## config.mk

```make
export PLATFORM = sky130hd
export DESIGN_NAME = ptpcfg_detect
export DESIGN_NICKNAME = d
export VERILOG_FILES = /design/src/ptpcfg_pkg.sv /design/src/ptpcfg_detect.sv
export SDC_FILE = /design/constraint.sdc
export NUM_CORES = 1
export LEC_CHECK = 0
export ABC_CLOCK_PERIOD_IN_PS = 5300
export BUFFER_PORTS_ARGS = -buffer_cell sky130_fd_sc_hd__buf_2
export CAP_MARGIN = 20
export CORE_AREA = 4 4 119 121
export DETAILED_ROUTE_END_ITERATION = 8
export DIE_AREA = 0 0 123 125
export PLACE_DENSITY_LB_ADDON = 0.15
export SLEW_MARGIN = 20
export SYNTH_ARGS = -nofsm -noshare
export SYNTH_HDL_FRONTEND = slang
export SYNTH_SLANG_ARGS = --single-unit
```

## constraint.sdc

```tcl
create_clock -name mclk -period 5.3 [get_ports mclk]
set_input_delay 0.795 -clock mclk [delete_from_list [all_inputs] [get_ports mclk]]
set_output_delay 0.795 -clock mclk [all_outputs]
set_load 0.01 [all_outputs]
```

## src/ptpcfg_pkg.sv

```systemverilog
// Purpose: constants for the transmit message detection configuration
// Assumes: one register port, one clock domain
// Notes:   well-known destination addresses are held as constant tables
`default_nettype none

package ptpcfg_pkg;

    // register port geometry
    localparam int          ADDR_W         = 10;
    localparam int          DATA_W         = 32;
    localparam int          CFG_W          = 15;
    localparam int          MAX_PORTS      = 4;

    // register map
    localparam logic [9:0]  BANK_PORT_OFS  = 10'h000;
    localparam logic [9:0]  DET_STATUS_OFS = 10'h004;
    localparam logic [9:0]  PARSE_CFG_OFS  = 10'h158;
    localparam logic [2:0]  PARSE_CFG_BANK = 3'h2;

    // bank and port select fields
    localparam int          BANK_SEL_LSB   = 0;
    localparam int          BANK_SEL_W     = 3;
    localparam int          PORT_SEL_LSB   = 8;
    localparam int          PORT_SEL_W     = 2;

    // configuration field positions
    localparam int          L2_ONE_BIT     = 14;
    localparam int          L2_TWO_BIT     = 13;
    localparam int          SET_ONE_BIT    = 12;
    localparam int          SET_FIVE_BIT   = 8;
    localparam int          CUST_L2_BIT    = 7;
    localparam int          CUST_V6_BIT    = 6;
    localparam int          CUST_V4_BIT    = 5;
    localparam int          IP_CHECK_BIT   = 4;
    localparam int          MAC_CHECK_BIT  = 3;
    localparam int          L2_DET_BIT     = 2;
    localparam int          V6_DET_BIT     = 1;
    localparam int          V4_DET_BIT     = 0;
    localparam logic [14:0] PARSE_CFG_RST  = 15'h711f;

    // detection status fields
    localparam int          STAT_HIT_BIT   = 31;
    localparam int          STAT_PORT_LSB  = 24;
    localparam int          STAT_KIND_LSB  = 16;
    localparam int          STAT_CNT_W     = 16;

    // encapsulation of an outgoing frame, one-hot
    typedef enum logic [3:0]
    {
        PTPCFG_OTHER = 4'b0001,
        PTPCFG_L2    = 4'b0010,
        PTPCFG_V4    = 4'b0100,
        PTPCFG_V6    = 4'b1000
    } ptpcfg_kind_t;

    // fixed layer-2 addresses
    localparam logic [47:0] L2_MAC_ONE     = 48'h0180_c200_000e;
    localparam logic [47:0] L2_MAC_TWO     = 48'h011b_1900_0000;

    // address sets one to five, index 0 is set one
    localparam int          NUM_SETS       = 5;
    localparam logic [47:0] V4_MAC [NUM_SETS] = '{
        48'h0100_5e00_0181, 48'h0100_5e00_0182, 48'h0100_5e00_0183,
        48'h0100_5e00_0184, 48'h0100_5e00_006b};
    localparam logic [31:0] V4_IP [NUM_SETS] = '{
        32'he000_0181, 32'he000_0182, 32'he000_0183,
        32'he000_0184, 32'he000_006b};
    localparam logic [47:0] V6_MAC [NUM_SETS] = '{
        48'h3333_0000_0181, 48'h3333_0000_0182, 48'h3333_0000_0183,
        48'h3333_0000_0184, 48'h3333_0000_006b};
    localparam logic [127:0] V6_IP [NUM_SETS] = '{
        128'hff00_0000_0000_0000_0000_0000_0000_0181,
        128'hff00_0000_0000_0000_0000_0000_0000_0182,
        128'hff00_0000_0000_0000_0000_0000_0000_0183,
        128'hff00_0000_0000_0000_0000_0000_0000_0184,
        128'hff02_0000_0000_0000_0000_0000_0000_006b};
    // scope nibble is a wildcard for sets one to four
    localparam logic [127:0] V6_ANY_SCOPE  =
        128'hfff0_ffff_ffff_ffff_ffff_ffff_ffff_ffff;
    localparam logic [127:0] V6_EXACT      = {128{1'b1}};
    localparam logic [127:0] V6_MASK [NUM_SETS] = '{
        V6_ANY_SCOPE, V6_ANY_SCOPE, V6_ANY_SCOPE, V6_ANY_SCOPE, V6_EXACT};

endpackage

`default_nettype wire

```

## src/ptpcfg_detect.sv

```systemverilog
// Purpose: per-port transmit message detection configuration and match
// Assumes: the transmit path hands over parsed destination fields
// Notes:   result stands one cycle after the descriptor strobe
//
// Functional notes
// - first layer-2 enable accepts 01:80:C2:00:00:0E as destination.
// - second layer-2 enable accepts 01:1B:19:00:00:00 as destination.
// - set one accepts IPv4 MAC ..01:81 and 224.0.1.129.
// - set one accepts IPv6 MAC 33:33..01:81 and FF0X::181.
// - set two accepts IPv4 MAC ..01:82 and 224.0.1.130.
// - set two accepts IPv6 MAC 33:33..01:82 and FF0X::182.
// - set three accepts IPv4 MAC ..01:83 and 224.0.1.131.
// - set three accepts IPv6 MAC 33:33..01:83 and FF0X::183.
// - set four accepts IPv4 MAC ..01:84 and 224.0.1.132.
// - set four accepts IPv6 MAC 33:33..01:84 and FF0X::184.
// - set five accepts IPv4 MAC ..00:6B and 224.0.0.107.
// - set five accepts IPv6 MAC 33:33..00:6B and FF02::6B.
// - bit 7 accepts the software layer-2 MAC for layer-2 frames.
// - bit 6 accepts the software MAC for IPv6 frames.
// - bit 5 accepts the software MAC for IPv4 frames.
// - bit 4 turns on IP destination checking, both IP versions.
// - bit 3 turns on destination MAC checking.
// - bit 2 enables detection of layer-2 encapsulated messages.
// - bit 1 enables detection of UDP over IPv6 messages.
// - bit 0 enables detection of UDP over IPv4 messages.
// - access goes through bank select and port select fields.
//
// Strobed register access and the register addresses were decided locally.
`default_nettype none

module ptpcfg_detect
#(
    parameter int PORTS = 3
)
(
    // clock and reset
    input  wire logic                  mclk,
    input  wire logic                  rst,
    // register port
    input  wire logic [ptpcfg_pkg::ADDR_W-1:0] reg_addr,
    input  wire logic [ptpcfg_pkg::DATA_W-1:0] reg_wdata,
    input  wire logic                  reg_wr,
    input  wire logic                  reg_rd,
    output logic [ptpcfg_pkg::DATA_W-1:0]      reg_rdata,
    // software defined address
    input  wire logic [15:0]           custom_mac_upper,
    input  wire logic [31:0]           custom_mac_lower,
    // frame descriptor from the transmit path
    input  wire logic                  frm_valid,
    input  wire logic [1:0]            frm_port,
    input  wire logic [3:0]            frm_kind,
    input  wire logic [47:0]           frm_dst_mac,
    input  wire logic [127:0]          frm_dst_ip,
    // detection result
    output logic                       det_valid,
    output logic                       det_ptp,
    output logic [1:0]                 det_port
);

    import ptpcfg_pkg::*;

    // the two-bit port select cannot reach more than four ports
    if (PORTS < 1 || PORTS > MAX_PORTS)
    begin : g_bad_ports
        $error("PORTS must lie between 1 and 4");
    end

    logic [BANK_SEL_W-1:0] bank_sel;
    logic [PORT_SEL_W-1:0] port_sel;
    logic [CFG_W-1:0]      cfg [PORTS];
    logic [CFG_W-1:0]      sel_cfg;
    logic                  sel_valid;
    logic                  cfg_hit;
    logic                  sel_hit;
    logic                  stat_hit;
    logic [1:0]            stat_port;
    logic [3:0]            stat_kind;
    logic [STAT_CNT_W-1:0] stat_cnt;
    logic [CFG_W-1:0]      fcfg;
    logic [47:0]           user_mac;
    logic [NUM_SETS-1:0]   set_en;
    logic                  l2_mac_ok;
    logic                  v4_mac_ok;
    logic                  v4_ip_ok;
    logic                  v6_mac_ok;
    logic                  v6_ip_ok;
    logic                  next_ptp;

    // address decode
    assign sel_hit   = (reg_addr == BANK_PORT_OFS);
    assign cfg_hit   = (reg_addr == PARSE_CFG_OFS)
                     && (bank_sel == PARSE_CFG_BANK);
    assign sel_valid = (int'(port_sel) < PORTS);

    always_comb
    begin
        sel_cfg = '0;
        for (int i = 0; i < PORTS; i++)
        begin
            if (int'(port_sel) == i)
            begin
                sel_cfg = cfg[i];
            end
        end
    end

    // bank select
    always_ff @(posedge mclk or posedge rst)
    begin
        if (rst)
        begin
            bank_sel <= '0;
        end
        else if (reg_wr && sel_hit)
        begin
            bank_sel <= reg_wdata[BANK_SEL_LSB +: BANK_SEL_W];
        end
    end

    // port select; a port past PORTS is held but reaches no config
    always_ff @(posedge mclk or posedge rst)
    begin
        if (rst)
        begin
            port_sel <= '0;
        end
        else if (reg_wr && sel_hit)
        begin
            port_sel <= reg_wdata[PORT_SEL_LSB +: PORT_SEL_W];
        end
    end

    // per-port configuration; upper bits are not stored at all
    // no hardware lock while timestamping runs; software holds it still
    generate
        for (genvar p = 0; p < PORTS; p++)
        begin : g_cfg
            always_ff @(posedge mclk or posedge rst)
            begin
                if (rst)
                begin
                    cfg[p] <= PARSE_CFG_RST;
                end
                else if (reg_wr && cfg_hit && int'(port_sel) == p)
                begin
                    cfg[p] <= reg_wdata[CFG_W-1:0];
                end
            end
        end
    endgenerate

    // read data, valid only in the cycle after the strobe
    always_ff @(posedge mclk or posedge rst)
    begin
        if (rst)
        begin
            reg_rdata <= '0;
        end
        else if (reg_rd)
        begin
            if (sel_hit)
            begin
                reg_rdata <= '0;
                reg_rdata[BANK_SEL_LSB +: BANK_SEL_W] <= bank_sel;
                reg_rdata[PORT_SEL_LSB +: PORT_SEL_W] <= port_sel;
            end
            else if (reg_addr == DET_STATUS_OFS)
            begin
                reg_rdata <= '0;
                reg_rdata[STAT_HIT_BIT]             <= stat_hit;
                reg_rdata[STAT_PORT_LSB +: 2]       <= stat_port;
                reg_rdata[STAT_KIND_LSB +: 4]       <= stat_kind;
                reg_rdata[STAT_CNT_W-1:0]           <= stat_cnt;
            end
            else if (cfg_hit && sel_valid)
            begin
                reg_rdata <= {{(DATA_W-CFG_W){1'b0}}, sel_cfg};
            end
            else
            begin
                reg_rdata <= '0;
            end
        end
        else
        begin
            reg_rdata <= '0;
        end
    end

    // configuration of the port that sends the frame
    always_comb
    begin
        fcfg = '0;
        for (int i = 0; i < PORTS; i++)
        begin
            if (int'(frm_port) == i)
            begin
                fcfg = cfg[i];
            end
        end
    end

    // software MAC is a level from outside, not stored here
    assign user_mac = {custom_mac_upper, custom_mac_lower};
    // index 0 is set one, so the field is reversed
    always_comb
    begin
        for (int s = 0; s < NUM_SETS; s++)
        begin
            set_en[s] = fcfg[SET_ONE_BIT - s];
        end
    end

    // layer-2 destinations
    always_comb
    begin
        l2_mac_ok = 1'b0;
        if (fcfg[L2_ONE_BIT] && frm_dst_mac == L2_MAC_ONE)
        begin
            l2_mac_ok = 1'b1;
        end
        if (fcfg[L2_TWO_BIT] && frm_dst_mac == L2_MAC_TWO)
        begin
            l2_mac_ok = 1'b1;
        end
        if (fcfg[CUST_L2_BIT] && frm_dst_mac == user_mac)
        begin
            l2_mac_ok = 1'b1;
        end
    end

    // IPv4 sets; mac and ip checked per enabled set
    always_comb
    begin
        v4_mac_ok = fcfg[CUST_V4_BIT] && frm_dst_mac == user_mac;
        v4_ip_ok  = 1'b0;
        for (int s = 0; s < NUM_SETS; s++)
        begin
            if (set_en[s] && frm_dst_mac == V4_MAC[s])
            begin
                v4_mac_ok = 1'b1;
            end
            if (set_en[s] && frm_dst_ip[31:0] == V4_IP[s])
            begin
                v4_ip_ok = 1'b1;
            end
        end
    end

    // IPv6 sets; scope nibble masked for sets one to four
    always_comb
    begin
        v6_mac_ok = fcfg[CUST_V6_BIT] && frm_dst_mac == user_mac;
        v6_ip_ok  = 1'b0;
        for (int s = 0; s < NUM_SETS; s++)
        begin
            if (set_en[s] && frm_dst_mac == V6_MAC[s])
            begin
                v6_mac_ok = 1'b1;
            end
            if (set_en[s] && (frm_dst_ip & V6_MASK[s]) == V6_IP[s])
            begin
                v6_ip_ok = 1'b1;
            end
        end
    end

    // final decision; an unchecked field always passes
    always_comb
    begin
        next_ptp = 1'b0;
        case (frm_kind)
            PTPCFG_L2:
            begin
                next_ptp = fcfg[L2_DET_BIT]
                    && (!fcfg[MAC_CHECK_BIT] || l2_mac_ok);
            end
            PTPCFG_V4:
            begin
                next_ptp = fcfg[V4_DET_BIT]
                    && (!fcfg[MAC_CHECK_BIT] || v4_mac_ok)
                    && (!fcfg[IP_CHECK_BIT] || v4_ip_ok);
            end
            PTPCFG_V6:
            begin
                next_ptp = fcfg[V6_DET_BIT]
                    && (!fcfg[MAC_CHECK_BIT] || v6_mac_ok)
                    && (!fcfg[IP_CHECK_BIT] || v6_ip_ok);
            end
            default:
            begin
                next_ptp = 1'b0;
            end
        endcase
        // a port beyond the instance count never matches
        if (int'(frm_port) >= PORTS)
        begin
            next_ptp = 1'b0;
        end
    end

    // result pulse, one cycle after the descriptor
    always_ff @(posedge mclk or posedge rst)
    begin
        if (rst)
        begin
            det_valid <= 1'b0;
        end
        else
        begin
            det_valid <= frm_valid;
        end
    end

    always_ff @(posedge mclk or posedge rst)
    begin
        if (rst)
        begin
            det_ptp <= 1'b0;
        end
        else
        begin
            det_ptp <= frm_valid && next_ptp;
        end
    end

    // port holds between descriptors so the last one stays visible
    always_ff @(posedge mclk or posedge rst)
    begin
        if (rst)
        begin
            det_port <= '0;
        end
        else if (frm_valid)
        begin
            det_port <= frm_port;
        end
    end

    // status of the last frame
    always_ff @(posedge mclk or posedge rst)
    begin
        if (rst)
        begin
            stat_hit  <= 1'b0;
            stat_port <= '0;
            stat_kind <= '0;
        end
        else if (frm_valid)
        begin
            stat_hit  <= next_ptp;
            stat_port <= frm_port;
            stat_kind <= frm_kind;
        end
    end

    // hit count saturates rather than wrapping back to a small value
    always_ff @(posedge mclk or posedge rst)
    begin
        if (rst)
        begin
            stat_cnt <= '0;
        end
        else if (frm_valid && next_ptp && stat_cnt != {STAT_CNT_W{1'b1}})
        begin
            stat_cnt <= stat_cnt + 1'b1;
        end
    end

endmodule

`default_nettype wire

```

==> impl_metrics.toml <==
[detailed_routing]
viasPerCell = 5.61
drt-initial-drc-count = 326
vias = 5916
firstDrtPassIters = 5
avgRoutedWirePerCell_um = 20.1
postRouteAntennaNets = 0
drc_errors = 0
drt_wl_total_um = 21200

[clock_tree]
htreeDepth = 3
numClockSinks = 98
cts_buffers = 9
cts.path.max_buffers = 2
cts_tree = "done"
cts.root.buffer_cell = "clkbuf_16"
clk_pin_slew_ns = 0.07
cts_hold_buf = 0
clock_latency_ns = 0.34
cts_resized = 0
post_cts_buffers = 0

[global_route]
grt_pass1_wl_um = 32500
grt_max_degree = 60
grt-ovfl-total = 0
antenna_found_initial = 9
grt_pass1_vias = 6136
grt.total_usage_pct = 27.0

[worst_setup_path]
rrSetupSlack_ns = 2.16
worst-setup-path-type = "input pin to flip-flop"
cp.required_ns = 5.53
cp.arrival_ns = 3.95
end_kind = "flip-flop"
reg2reg_depth = 10
cp-start-kind = "input pin"
reg2reg_from = "cfg[42]"
path_max_fanout = 20
r2r-end = "stat_cnt[15]"

[logic_synthesis]
yosysTopAreaCellShare_pct = 29.5
yosysUniqueCellTypes = 63
async_reset_ff_share_pct = 100
ys_ff_latch = 98
syn_area_sq_um = 6030
avgSynthCellArea_sq_um = 10.3
yosysWarnings = 0
yosys.area.top_type = "dfrtp_1"
synth_cells = 586
dominantRegCellSynth = "dfrtp_1"
ys_top_cells_by_area = "dfrtp_1 (29%), dfstp_2 (12%), xor2_1 (8.7%)"
seq_area_frac_synth_pct = 41.2
yosysMostFrequentCell = "dfrtp_1"
synth_edf_count = 0
synth_common_cells = "dfrtp_1 (71), xor2_1 (60), nor4_1 (52), nand2_1 (45), mux2_2 (44)"

[die]
dieArea_sq_um = 15400
io_pins = 313
rows = 42
core_area_sq_um = 13100
fp.dieH_um = 125
die_w_um = 123
start_util_pct = 46.1

[place]
finalWeightedCongestion = 0.940
port_buffers = 286
dp.cells = 1034
hpwl_um = 17100

[worst_hold_path]
worstHoldPathCells = 1
worst_hold_path_type = "flip-flop to flip-flop"
holdPathEnd = "reg_rdata[19]"
holdCritStartpoint = "stat_kind[3]"

[finish]
fillers = 1153
final_cells = 1054
drive_gt1_share_pct = 45.5
fin_nets = 1147
syn2layout_area_growth_pct = 31.9

[job]
cap_violations = 0

[timing]
slew_viol_final = 0
setup_viol = 0
skew_ns = 0.0102
rsz0062_at_grt = "no"
fmax_ghz = 0.269
timing.final.crit_share_pct = 70.3
slew-limit-headroom_pct = 28.0
finalHoldViolCount = 0
worst_pin_slew_ns = 1.08
fin_tns_setup_ns = 0
post-route-min-period_ns = 3.72

[pwr]
total_power_w = 0.00167
power.density_cell_area_nw_per_um2 = 210
vdd_drop_max_v = 0.000216
power.leakage_nw = 3.77

[run_status]
status = "complete, no violations"
-- power by group --
part | internal (W) | total (W) | switching (W)
logic | 0.000107 | 0.000224 | 0.000118
registers | 0.000754 | 0.000759 | 0.00000452
clock network | 0.000414 | 0.000688 | 0.000274
-- worst max-delay path, cell delays in order --
cell and delay, ns:
buf_2 0.35, nor2b_1 0.48, buf_4 0.29, o21ai_0 0.12, a31o_1 0.24, a2111oi_2 0.40, o211ai_1 0.15, a21oi_1 0.20
a211oi_2 0.06, buf_4 0.22, nor4_1 0.28, mux2_1 0.35
-- final cells by class --
cell class,count,area [sq um],area share [%]
Timing Repair Buffer,295,1500,18.8
Antenna cell,4,10.0,0.126
Clock buffer,10,229,2.88
Tap cell,176,220,2.77
Sequential cell,98,2490,31.3
Inverter,7,28.8,0.362
Clock inverter,6,88.8,1.12
Multi-Input combinational cell,458,3390,42.7
-- flip-flops by register name, summed over array words and instances, names as in the netlist --
signal     cells
det_ptp        1
det_valid      1
bank_sel       3
stat_port      2
stat_kind      4
stat_hit       1
port_sel       2
reg_rdata     23
stat_cnt      16
cfg           45
-- worst max path at each step --
| stage | depth (start not counted) | start | slack, ns | endpoint |
|---|---|---|---|---|
| floorplan | 1 | rst | 1.99 | bank_sel[0] |
| global placement | 12 | frm_port[1] | 1.30 | stat_cnt[15] |
| detailed placement | 12 | frm_port[1] | 1.24 | stat_cnt[15] |
| CTS | 12 | frm_port[1] | 1.60 | stat_cnt[15] |
| global route | 12 | frm_port[1] | 1.38 | stat_cnt[15] |
| finish | 12 | frm_port[1] | 1.58 | stat_cnt[15] |
-- cell families after synthesis --
kind of cell	synth area share (%)
and+or+nand+nor	21.6
DFF	41.2
muxes	16.0
AOI/OAI and AO/OA	8.72
xor gates and xnor gates	9.01
buffers and inverters	3.17
adders and majority gates	0.207
other	0.0622
-- through the flow --
| step | cell area, sq um | setup slack [ns] | utilization, % | hold slack [ns] |
|---|---|---|---|---|
| global placement | 7630 | 1.30 | 58.3 | 0.460 |
| CTS | 7940 | 1.60 | 60.7 | 0.480 |
| finish | 7960 | 1.58 | 60.8 | 0.480 |
| global route | 7960 | 1.38 | 60.8 | 0.510 |
| detailed placement | 7630 | 1.24 | 58.3 | 0.465 |
| floorplan | 6060 | 1.99 | - | 0.445 |
-- layer usage --
metal  routed length, um  vias to the layer above  track usage, %
met1                8770                     2856            34.8
li1                    -                     2745               -
met5                  56                        -               0
met2                9990                      256            44.3
met4                 539                       10            8.08
met3                1820                       49            7.68
-- cells in the final DEF, fill, tap and decap left out, drive strengths merged, types with 10 or more instances in the layout --
cell type	Yosys	final
dfrtp	71	71
nand4	17	17
o21ai	26	26
nor2	25	25
xor2	60	60
buf	16	295
mux2i	30	30
nor4b	11	11
nor4	56	56
nand3	14	14
dfstp	27	27
clkbuf	15	10
mux2	59	59
a22oi	16	16
nand2	45	45
nor3	15	15
(Power assumes the default switching activity.)
